### config.mk
export PLATFORM = sky130hd
export DESIGN_NAME = hpss_status
export DESIGN_NICKNAME = d
export VERILOG_FILES = /design/src/hdl/hpss_pkg.sv /design/src/hdl/hpss_sync.sv /design/src/hdl/hpss_status.sv
export SDC_FILE = /design/constraint.sdc
export NUM_CORES = 1
export LEC_CHECK = 0
export ABC_CLOCK_PERIOD_IN_PS = 1000
export BUFFER_PORTS_ARGS = -buffer_cell sky130_fd_sc_hd__buf_2
export CORE_ASPECT_RATIO = 0.5
export CORE_MARGIN = 2
export CORE_UTILIZATION = 39
export DETAILED_ROUTE_END_ITERATION = 10
export PLACE_DENSITY = 0.75
export SYNTH_ARGS = -nofsm -noshare
export SYNTH_HDL_FRONTEND = slang
export SYNTH_SLANG_ARGS = --single-unit
### constraint.sdc
create_clock -name core_clk -period 1 [get_ports core_clk]
set_input_delay 0.1 -clock core_clk [delete_from_list [all_inputs] [get_ports core_clk]]
set_output_delay 0.1 -clock core_clk [all_outputs]
set_load 0.05 [all_outputs]
### src/hdl/hpss_pkg.sv
// Package of constants and carrier types for the hot-plug slot status flags.
package hpss_pkg;

    // ==========================================================
    // Register map
    // ==========================================================
    // Configuration offset of the slot status word.
    localparam logic [7:0] HPSS_SLOT_STATUS_OFS = 8'hba;
    localparam int HPSS_WORD_W = 16;
    localparam logic [15:0] HPSS_SLOT_STATUS_RESET = 16'h0000;

    // ==========================================================
    // Field positions in the slot status word
    // ==========================================================
    localparam int HPSS_RSVD_MSB = 15;
    localparam int HPSS_RSVD_LSB = 7;
    localparam int HPSS_BIT_PRESENCE_NOW = 6;
    localparam int HPSS_BIT_RSVD_MID = 5;
    localparam int HPSS_BIT_CMD_DONE = 4;
    localparam int HPSS_BIT_PRESENCE_CHANGED = 3;
    localparam int HPSS_BIT_LATCH_CHANGED = 2;
    localparam int HPSS_BIT_POWER_FAULT = 1;
    localparam int HPSS_BIT_BUTTON_PRESSED = 0;
    // Byte lane that carries the write-one-to-clear flag.
    localparam int HPSS_CLEAR_LANE = 0;

    // ==========================================================
    // Synchroniser timing
    // ==========================================================
    localparam int HPSS_SYNC_STAGES = 2;
    // Edges after reset before the synchronised pins may be trusted.
    localparam logic [1:0] HPSS_WARMUP_DONE = 2'(HPSS_SYNC_STAGES);

    // ==========================================================
    // Carrier types
    // ==========================================================
    // One configuration access from the port's config logic.
    typedef struct packed {
        logic [7:0] addr;
        logic wr;
        logic rd;
        logic [1:0] byteEn;
        logic [15:0] wrData;
    } hpss_cfg_req_t;

    // Levels that arrive on pins from the slot and from the straps.
    typedef struct packed {
        logic buttonSupported;
        logic faultSupported;
        logic latchSupported;
        logic cmdDoneSupported;
        logic slotImplemented;
        logic buttonPin;
        logic latchSensor;
        logic oobPresence;
    } hpss_pins_t;

    // Whole state of the status flag block.
    typedef struct packed {
        logic [1:0] warmup;
        logic primed;
        logic presence;
        logic latchPrev;
        logic buttonPrev;
        logic cmdDone;
        logic presChg;
        logic latchChg;
        logic pwrFault;
        logic button;
        logic rdValid;
        logic [15:0] rdData;
    } hpss_state_t;

endpackage

### src/hdl/hpss_sync.sv
// Two-stage synchroniser for a vector of pin levels.
`timescale 1ns/10ps
module hpss_sync #(
    parameter int WIDTH = 8
) (
    // Clock and reset
    input wire logic core_clk,
    input wire logic rst_n,
    // Levels from outside the clock domain
    input wire logic [WIDTH-1:0] asyncIn,
    // Levels safe for core logic
    output logic [WIDTH-1:0] syncOut
);

    typedef struct packed {
        logic [WIDTH-1:0] stage1;
        logic [WIDTH-1:0] stage2;
    } hpss_sync_state_t;

    hpss_sync_state_t st;
    hpss_sync_state_t next_st;

    // ==========================================================
    // Shift chain
    // ==========================================================
    // The first stage is read only by the second stage.
    always_comb begin
        next_st.stage1 = asyncIn;
        next_st.stage2 = st.stage1;
    end

    // Both stages clear to zero under reset.
    always_ff @(posedge core_clk or negedge rst_n) begin
        if (!rst_n) begin
            st <= '0;
        end else begin
            st <= next_st;
        end
    end

    assign syncOut = st.stage2;

endmodule // hpss_sync

### src/hdl/hpss_status.sv
// Slot status word of a hot-plug root port: presence and sticky event flags.
`timescale 1ns/10ps
module hpss_status (
    // Clock and reset
    input wire logic core_clk,
    input wire logic rst_n,
    // Configuration access
    input wire hpss_pkg::hpss_cfg_req_t cfgReq,
    output logic [15:0] cfgRdData,
    output logic cfgRdValid,
    // Slot pins and capability straps, asynchronous
    input wire hpss_pkg::hpss_pins_t slotPins,
    // Events from logic on the core clock
    input wire logic inbandPresence,
    input wire logic cmdDoneEvent,
    input wire logic powerFaultEvent,
    // Current slot occupancy
    output logic presenceNow
);

    // ==========================================================
    // Declarations
    // ==========================================================
    hpss_pkg::hpss_state_t st;
    hpss_pkg::hpss_state_t next_st;
    logic [$bits(hpss_pkg::hpss_pins_t)-1:0] syncBus;
    hpss_pkg::hpss_pins_t pinS;
    logic presSrc;
    logic presEvt;
    logic latchEvt;
    logic buttonEvt;
    logic wrHit;
    logic rdHit;
    logic clearHit;

    // True when an access addresses the slot status word.
    function automatic logic addr_hit(input logic [7:0] addr);
        addr_hit = (addr == hpss_pkg::HPSS_SLOT_STATUS_OFS);
    endfunction

    // Assemble the word that software sees; reserved bits stay zero.
    function automatic logic [15:0] pack_status(
        input hpss_pkg::hpss_state_t s,
        input logic cmdSup
    );
        logic [15:0] w;
        w = hpss_pkg::HPSS_SLOT_STATUS_RESET;
        w[hpss_pkg::HPSS_BIT_PRESENCE_NOW] = s.presence;
        w[hpss_pkg::HPSS_BIT_CMD_DONE] = s.cmdDone & cmdSup;
        w[hpss_pkg::HPSS_BIT_PRESENCE_CHANGED] = s.presChg;
        w[hpss_pkg::HPSS_BIT_LATCH_CHANGED] = s.latchChg;
        w[hpss_pkg::HPSS_BIT_POWER_FAULT] = s.pwrFault;
        w[hpss_pkg::HPSS_BIT_BUTTON_PRESSED] = s.button;
        pack_status = w;
    endfunction

    // ==========================================================
    // Pin synchronisation
    // ==========================================================
    // Slot pins and straps all come from outside this clock domain.
    hpss_sync #(
        .WIDTH($bits(hpss_pkg::hpss_pins_t))
    ) u_pin_sync (
        .core_clk(core_clk),
        .rst_n(rst_n),
        .asyncIn(slotPins),
        .syncOut(syncBus)
    );

    assign pinS = hpss_pkg::hpss_pins_t'(syncBus);

    // ==========================================================
    // Event detection
    // ==========================================================
    // No presence, latch or button change is flagged until the synchroniser has filled after reset:
    // its zeros would look like a port without a slot, which reads as occupied, and fake
    // a presence change once the real pin levels arrive.
    always_comb begin
        presSrc = 1'b1;
        if (pinS.slotImplemented) begin
            presSrc = inbandPresence | pinS.oobPresence;
        end
        presEvt = st.primed && (presSrc != st.presence);
        latchEvt = st.primed && pinS.latchSupported &&
            (pinS.latchSensor != st.latchPrev);
        buttonEvt = st.primed && pinS.buttonSupported &&
            pinS.buttonPin && !st.buttonPrev;
        wrHit = cfgReq.wr && addr_hit(cfgReq.addr);
        rdHit = cfgReq.rd && addr_hit(cfgReq.addr);
        // Only a one in the flag's own lane clears it; zeros are ignored.
        clearHit = wrHit && cfgReq.byteEn[hpss_pkg::HPSS_CLEAR_LANE] &&
            cfgReq.wrData[hpss_pkg::HPSS_BIT_PRESENCE_CHANGED];
    end

    // ==========================================================
    // Next state
    // ==========================================================
    // A new event in the cycle of a clear wins, so it is never lost.
    always_comb begin
        next_st = st;
        // Presence waits until the synchronised pins are real; the latch and button history follows the pins every cycle.
        if (st.warmup != hpss_pkg::HPSS_WARMUP_DONE) begin
            next_st.warmup = st.warmup + 2'h1;
        end
        next_st.primed = (st.warmup == hpss_pkg::HPSS_WARMUP_DONE);
        if (next_st.primed) begin
            next_st.presence = presSrc;
        end
        next_st.latchPrev = pinS.latchSensor;
        next_st.buttonPrev = pinS.buttonPin;
        // Sticky flags; a dropped capability forces its flag low.
        next_st.cmdDone = pinS.cmdDoneSupported &&
            (st.cmdDone || cmdDoneEvent);
        next_st.presChg = presEvt || (st.presChg && !clearHit);
        next_st.latchChg = pinS.latchSupported &&
            (st.latchChg || latchEvt);
        // Fault reporting is not gated by power state or occupancy.
        next_st.pwrFault = pinS.faultSupported &&
            (st.pwrFault || powerFaultEvent);
        next_st.button = pinS.buttonSupported &&
            (st.button || buttonEvt);
        // Read answer one cycle after the request; unmapped reads zero.
        next_st.rdValid = cfgReq.rd;
        next_st.rdData = '0;
        if (rdHit) begin
            next_st.rdData = pack_status(st, pinS.cmdDoneSupported);
        end
    end

    // ==========================================================
    // State register
    // ==========================================================
    always_ff @(posedge core_clk or negedge rst_n) begin
        if (!rst_n) begin
            st <= '0;
        end else begin
            st <= next_st;
        end
    end

    // ==========================================================
    // Outputs
    // ==========================================================
    // All outputs are flip-flop bits of the state.
    assign cfgRdData = st.rdData;
    assign cfgRdValid = st.rdValid;
    assign presenceNow = st.presence;
endmodule // hpss_status

==> flow_summary.toml, run 1 <==
[global_routing]
antenna_found_initial = 0
grt_pass1_vias = 654
gr-total-overflow = 0
grt_pass1_wl_um = 2770
grt_start_max_net_pins = 17
grt_usage_pct = 11.2

[worst_setup_path]
cp_slowest_cell = "dfrtp_2"
critPathRequiredTime_ns = 0.90
cp_num_buf_inv = 1
reg2reg_slack_ns = 0.03
critPathTopFamily = "flip-flops"
max_stage_delay_ns = 0.44
startpoint_type = "flop"
ff2ff_path_depth = 3
criticalPathCategory = "reg -> out"
endpoint_kind = "output port"
path_cells = "buf_6"
crit_end = "presenceNow"
timing.rr.end = "st[20]$_DFF_PN0_"
crit_arrival_ns = 0.87
startpoint = "presenceNow$_DFFE_PN0P_"
path_max_fanout = 4
rr_startpoint = "u_pin_sync.syncOut[0]$_DFF_PN0_"
cp.depth = 1

[power_and_ir_drop]
p_leak_nw = 0.755
powerDensity_mw_per_mm2 = 1710
ir_drop_uv = 576

[clock_tree]
cts_tree = "done"
post_cts_buffers = 0
cts.sinks = 34
cts-buffers-inserted = 5
cts_root_buffer = "clkbuf_8"
clockBufferDepth = 2
clk_pin_slew_ns = 0.06
htree_levels = 2
clk_latency_ns = 0.27

[floorplanning]
initial_utilization_pct = 43.1
die_area_mm2 = 0.00348
io-pin-count = 59
die_x_um = 81.5
die_h_um = 42.7
coreArea_mm2 = 0.00272
num_rows = 13

[drt]
ant_nets = 0
avgViaCountPerCell = 3.94
dr.first_iter.drc_count = 53
via_count = 646
drt_pass1_iterations = 4
wl_per_cell_um = 9.95
drcViolationCount = 0
wl_um = 1630

[timing]
tns_ns = 0
report.final.setup_viol = 0
finClkSkew_ns = 0.00424
fmax_mhz = 1030
drv_slew = 0
hold_viol_final = 0
final.period_utilization_pct = 97.4
min_period_ns = 0.974
rsz0062_at_grt = "yes"

[final_layout]
nets = 168
fin_area_mm2 = 0.00152
area_delta_synth_final_pct = 29.9
diodes = 0
drive_gt1_share_pct = 33.9

[logic_synthesis]
synth-seq-area-share_pct = 72.7
ys_async_sr_fraction_pct = 100
netlist_top_cells_count = "dfrtp_1 (34), buf_4 (16), and2_1 (5)"
synth_top_cell_by_area = "dfrtp_1"
yosysWarnings = 0
synth.area.top_cells = "dfrtp_1 (73%), buf_4 (10%), and2_1 (2.7%)"
synth_edf_count = 0
syn_area_mm2 = 0.00117
synth.avg_cell_area_um2 = 14.4
syn_inst = 81
synth.most_common_cell = "dfrtp_1"
synthFlopType = "dfrtp_1"
netlist.area_leader.share_pct = 72.7
ys_seq_elements = 34
synth_cell_types = 22

[place]
place_area_mm2 = 0.00133
portBuffers = 32
gp_congestion = 0.673
hpwl_um = 1180

[min_path]
worstHoldPathCells = 2
holdCritPathClass = "in -> reg"

[outcome]
status = "finished clean"

[job]
cap_violations = 0
## metrics by stage
stage               instances  hold slack [ns]  util (%)  setup slack (ns)  power, mW
finish                    164           0.0321      56.0            0.0264       2.60
global route              164           0.0251      56.0           -0.0355       2.74
CTS                       164           0.0257      55.9           0.00825       2.63
detailed placement        146         -0.00296      48.8            -0.126       1.68
global placement          146         -0.00910      48.8            -0.109       1.68
floorplan                  90           -0.196         -           0.00405       1.62
## how the worst min path moves through the flow
| stage | slack (ns) | from | endpoint |
|---|---|---|---|
| 2_1_floorplan | -0.20 | rst_n | cfgRdData[0]$_DFF_PN0_ |
| 3_3_place_gp | -0.009 | rst_n | st[26]$_DFFE_PN0N_ |
| 3_5_place_dp | -0.003 | rst_n | st[26]$_DFFE_PN0N_ |
| 4_1_cts | 0.03 | powerFaultEvent | st[18]$_DFF_PN0_ |
| 5_1_grt | 0.03 | powerFaultEvent | st[18]$_DFF_PN0_ |
| 6_report | 0.03 | powerFaultEvent | st[18]$_DFF_PN0_ |
## placed cells by master (no fill, tap or decap)
cell type / synthesis / routed
o21a_1: 3 / 3
clkbuf_8: 0 / 5
a21oi_1: 2 / 2
nor2_1: 2 / 2
buf_2: 0 / 31
nand4bb_1: 1 / 1
or3_1: 1 / 1
nand2_1: 2 / 2
and3_1: 1 / 1
ha_2: 0 / 1
nor3_1: 1 / 1
dfrtp_1: 34 / 33
a22o_1: 1 / 1
buf_6: 0 / 1
nand3_1: 1 / 1
buf_4: 16 / 2
nand4b_1: 1 / 1
o21ai_1: 0 / 1
clkbuf_1: 0 / 3
xor2_1: 1 / 1
dlygate4sd3_1: 0 / 10
conb_1: 1 / 10
and2_1: 5 / 5
dfrtp_2: 0 / 1
buf_12: 0 / 1
inv_1: 2 / 2
xnor2_1: 2 / 2
nor2b_1: 1 / 1
nor3b_2: 0 / 1
## final cells by class
class | count | area, um2
fillers | 218 | 1200
flip-flops and latches | 34 | 852
multi-input cells | 38 | 233
clock buffers | 8 | 80.1
repair buffers | 45 | 302
well taps | 37 | 46.3
inverters | 2 | 7.51
## per-layer routing
metal / routed length (um) / track usage (%) / vias up
met2: 750 / 17.9 / 27
met4: 22 / 6.10 / 0
met3: 133 / 5.74 / 5
met1: 725 / 12.2 / 291
met5: 0 / 0 / -
li1: - / - / 323
## power by group
group	switching (mW)	internal [mW]	total (mW)	leakage, nW
Clock	0.416	0.493	0.909	0.0395
Sequential	0.0207	1.43	1.45	0.405
Combinational	0.150	0.0909	0.241	0.310
Total	0.587	2.01	2.60	0.755
## repair_timing
| action | 4_1_cts | 5_1_grt |
|---|---|---|
| setup endpoints to repair | 2 | 5 |
| endpoints found under the hold margin | 43 | 0 |
| gates resized for setup | 3 | 2 |
| pin swaps | 0 | 1 |
| hold buffers | 10 | 0 |
## sequential cells by signal, summed over array words and instances (netlist names)
name	cells
u_pin_sync.next_st	8
u_pin_sync.syncOut	8
presenceNow	1
cfgRdValid	1
st	10
cfgRdData	6
## cell families (layout without fill, tap and decap cells)
kind of cell | count (synthesis) | after routing | share of synthesized area, %
flip-flops | 34 | 34 | 72.7
other | 1 | 10 | 0.321
XOR/XNOR | 3 | 3 | 2.25
AO/OA/AOI/OAI | 7 | 7 | 3.96
adder cells (fa/ha/maj) | 1 | 1 | 1.07
AND/OR/NAND/NOR | 17 | 17 | 8.77
buffers and inverters | 18 | 55 | 10.9
Note: power is estimated with default switching activity, not from simulation.
==> run 2, diff against run 1 <==
- CTS_CLUSTER_SIZE: default -> 40
- MAX_ROUTING_LAYER: default -> met4
==> run 2 against run 1 <==
Register-to-register slack hardly changed; non-clock buffer count unchanged; combinational power about the same; flip-flop and latch count did not move; clock skew barely moved; sequential share of layout area unchanged; critical endpoint unchanged; final cell count unchanged; setup slack is essentially flat; clock-buffer cell count did not move; via count up 0.31%; clock power hardly changed.
==> flow_summary.toml, run 2 (synthesized netlist as in run 1, its figures left out) <==
[power_and_ir_drop]
powerDensity_mw_per_mm2 = 1710
p_leak_nw = 0.755
p_total_mw = 2.60
ir_drop_uv = 576

[timing]
final.period_utilization_pct = 97.4
fmax_mhz = 1030
finClkSkew_ns = 0.00424
drv_slew = 0
min_period_ns = 0.974
hold_viol_final = 0
report.final.setup_viol = 0
rsz0062_at_grt = "yes"
tns_ns = 0

[worst_setup_path]
timing.rr.end = "st[20]$_DFF_PN0_"
cp_num_buf_inv = 1
max_stage_delay_ns = 0.44
startpoint_type = "flop"
cp_slowest_cell = "dfrtp_2"
ff2ff_path_depth = 3
endpoint_kind = "output port"
reg2reg_slack_ns = 0.03
path_cells = "buf_6"
crit_arrival_ns = 0.87
criticalPathCategory = "reg -> out"
critPathRequiredTime_ns = 0.90
path_max_fanout = 4
rr_startpoint = "u_pin_sync.syncOut[0]$_DFF_PN0_"
critPathTopFamily = "flip-flops"

[floorplanning]
num_rows = 13
die_area_mm2 = 0.00348
die_x_um = 81.5
die_h_um = 42.7
initial_utilization_pct = 43.1
io-pin-count = 59
coreArea_mm2 = 0.00272

[min_path]
worstHoldPathCells = 2
hp-start = "powerFaultEvent"
holdCritPathClass = "in -> reg"
min_to = "st[18]$_DFF_PN0_"

[place]
gp_congestion = 0.679
hpwl_um = 1180
portBuffers = 32

[final_layout]
largest_register_ffs = 10
drive_gt1_share_pct = 33.9
final_common_cell = "dfrtp_1"
area_delta_synth_final_pct = 29.9
mostFrequentLayoutCells = "dfrtp_1 (33), buf_2 (31), conb_1 (10), dlygate4sd3_1 (10)"
diodes = 0
fillCellCount = 218
nets = 168
regMostFlops = "st"

[clock_tree]
cts_tree = "done"
clk_latency_ns = 0.27
cts-buffers-inserted = 5
clk_pin_slew_ns = 0.06
cts_root_buffer = "clkbuf_8"
cts.sinks = 34
clockBufferDepth = 2
post_cts_buffers = 0
htree_levels = 2

[global_routing]
grt_pass1_wl_um = 2770
grt_start_max_net_pins = 17
gr-total-overflow = 0
grt_pass1_vias = 650
grt_usage_pct = 11.5
antenna_found_initial = 0

[drt]
avgViaCountPerCell = 3.95
dr.first_iter.drc_count = 53
wl_per_cell_um = 9.95
drt_pass1_iterations = 4
via_count = 648
drcViolationCount = 0
wl_um = 1630
ant_nets = 0

[job]
cap_violations = 0

[outcome]
status = "finished clean"
==> run 2: stage by stage <==
stage               area [um2]  setup slack (ns)  hold WS [ns]  std cells  util, %
finish                    1520            0.0264        0.0318        164     56.0
global route              1520           -0.0355        0.0251        164     56.0
CTS                       1520           0.00825        0.0257        164     55.9
detailed placement        1330            -0.126      -0.00296        146     48.8
global placement          1330            -0.109      -0.00910        146     48.8
floorplan                 1200           0.00405        -0.196         90        -
==> run 2: worst max-delay path by stage <==
stage                                    start               end  depth (start not counted)
2_1_floorplan  u_pin_sync.syncOut[0]$_DFF_PN0_  st[20]$_DFF_PN0_                          3
3_3_place_gp                        cfgReq[20]  st[20]$_DFF_PN0_                          4
3_5_place_dp                        cfgReq[20]  st[20]$_DFF_PN0_                          4
4_1_cts        u_pin_sync.syncOut[0]$_DFF_PN0_  st[20]$_DFF_PN0_                          3
5_1_grt        u_pin_sync.syncOut[0]$_DFF_PN0_  st[20]$_DFF_PN0_                          3
6_report               presenceNow$_DFFE_PN0P_       presenceNow                          1
==> run 2: routing by layer <==
| layer | global-route usage [%] | routed length, um | vias up |
|---|---|---|---|
| li1 | - | - | 323 |
| met1 | 12.3 | 718 | 293 |
| met2 | 17.7 | 758 | 27 |
| met3 | 5.74 | 133 | 5 |
| met4 | 6.10 | 22 | 0 |
| met5 | - | 0 | - |
==> run 2: repair_timing <==
item | CTS | global route
hold buffers | 10 | 0
endpoints found under the setup margin | 2 | 5
gates resized for setup | 3 | 2
pin swaps | 0 | 1
endpoints found under the hold margin | 43 | 0
==> run 2: report_power, final <==
| group | leakage [nW] | switching [mW] | internal [mW] |
|---|---|---|---|
| combinational | 0.310 | 0.150 | 0.0909 |
| sequential | 0.405 | 0.0208 | 1.43 |
| clock | 0.0395 | 0.416 | 0.493 |
==> run 2: cell type report <==
cell class / count / area, um2 / area share [%]
Sequential cell: 34 / 852 / 56.0
Timing Repair Buffer: 45 / 302 / 19.8
Multi-Input combinational cell: 38 / 233 / 15.3
Clock buffer: 8 / 80.1 / 5.27
Tap cell: 37 / 46.3 / 3.05
Inverter: 2 / 7.51 / 0.494
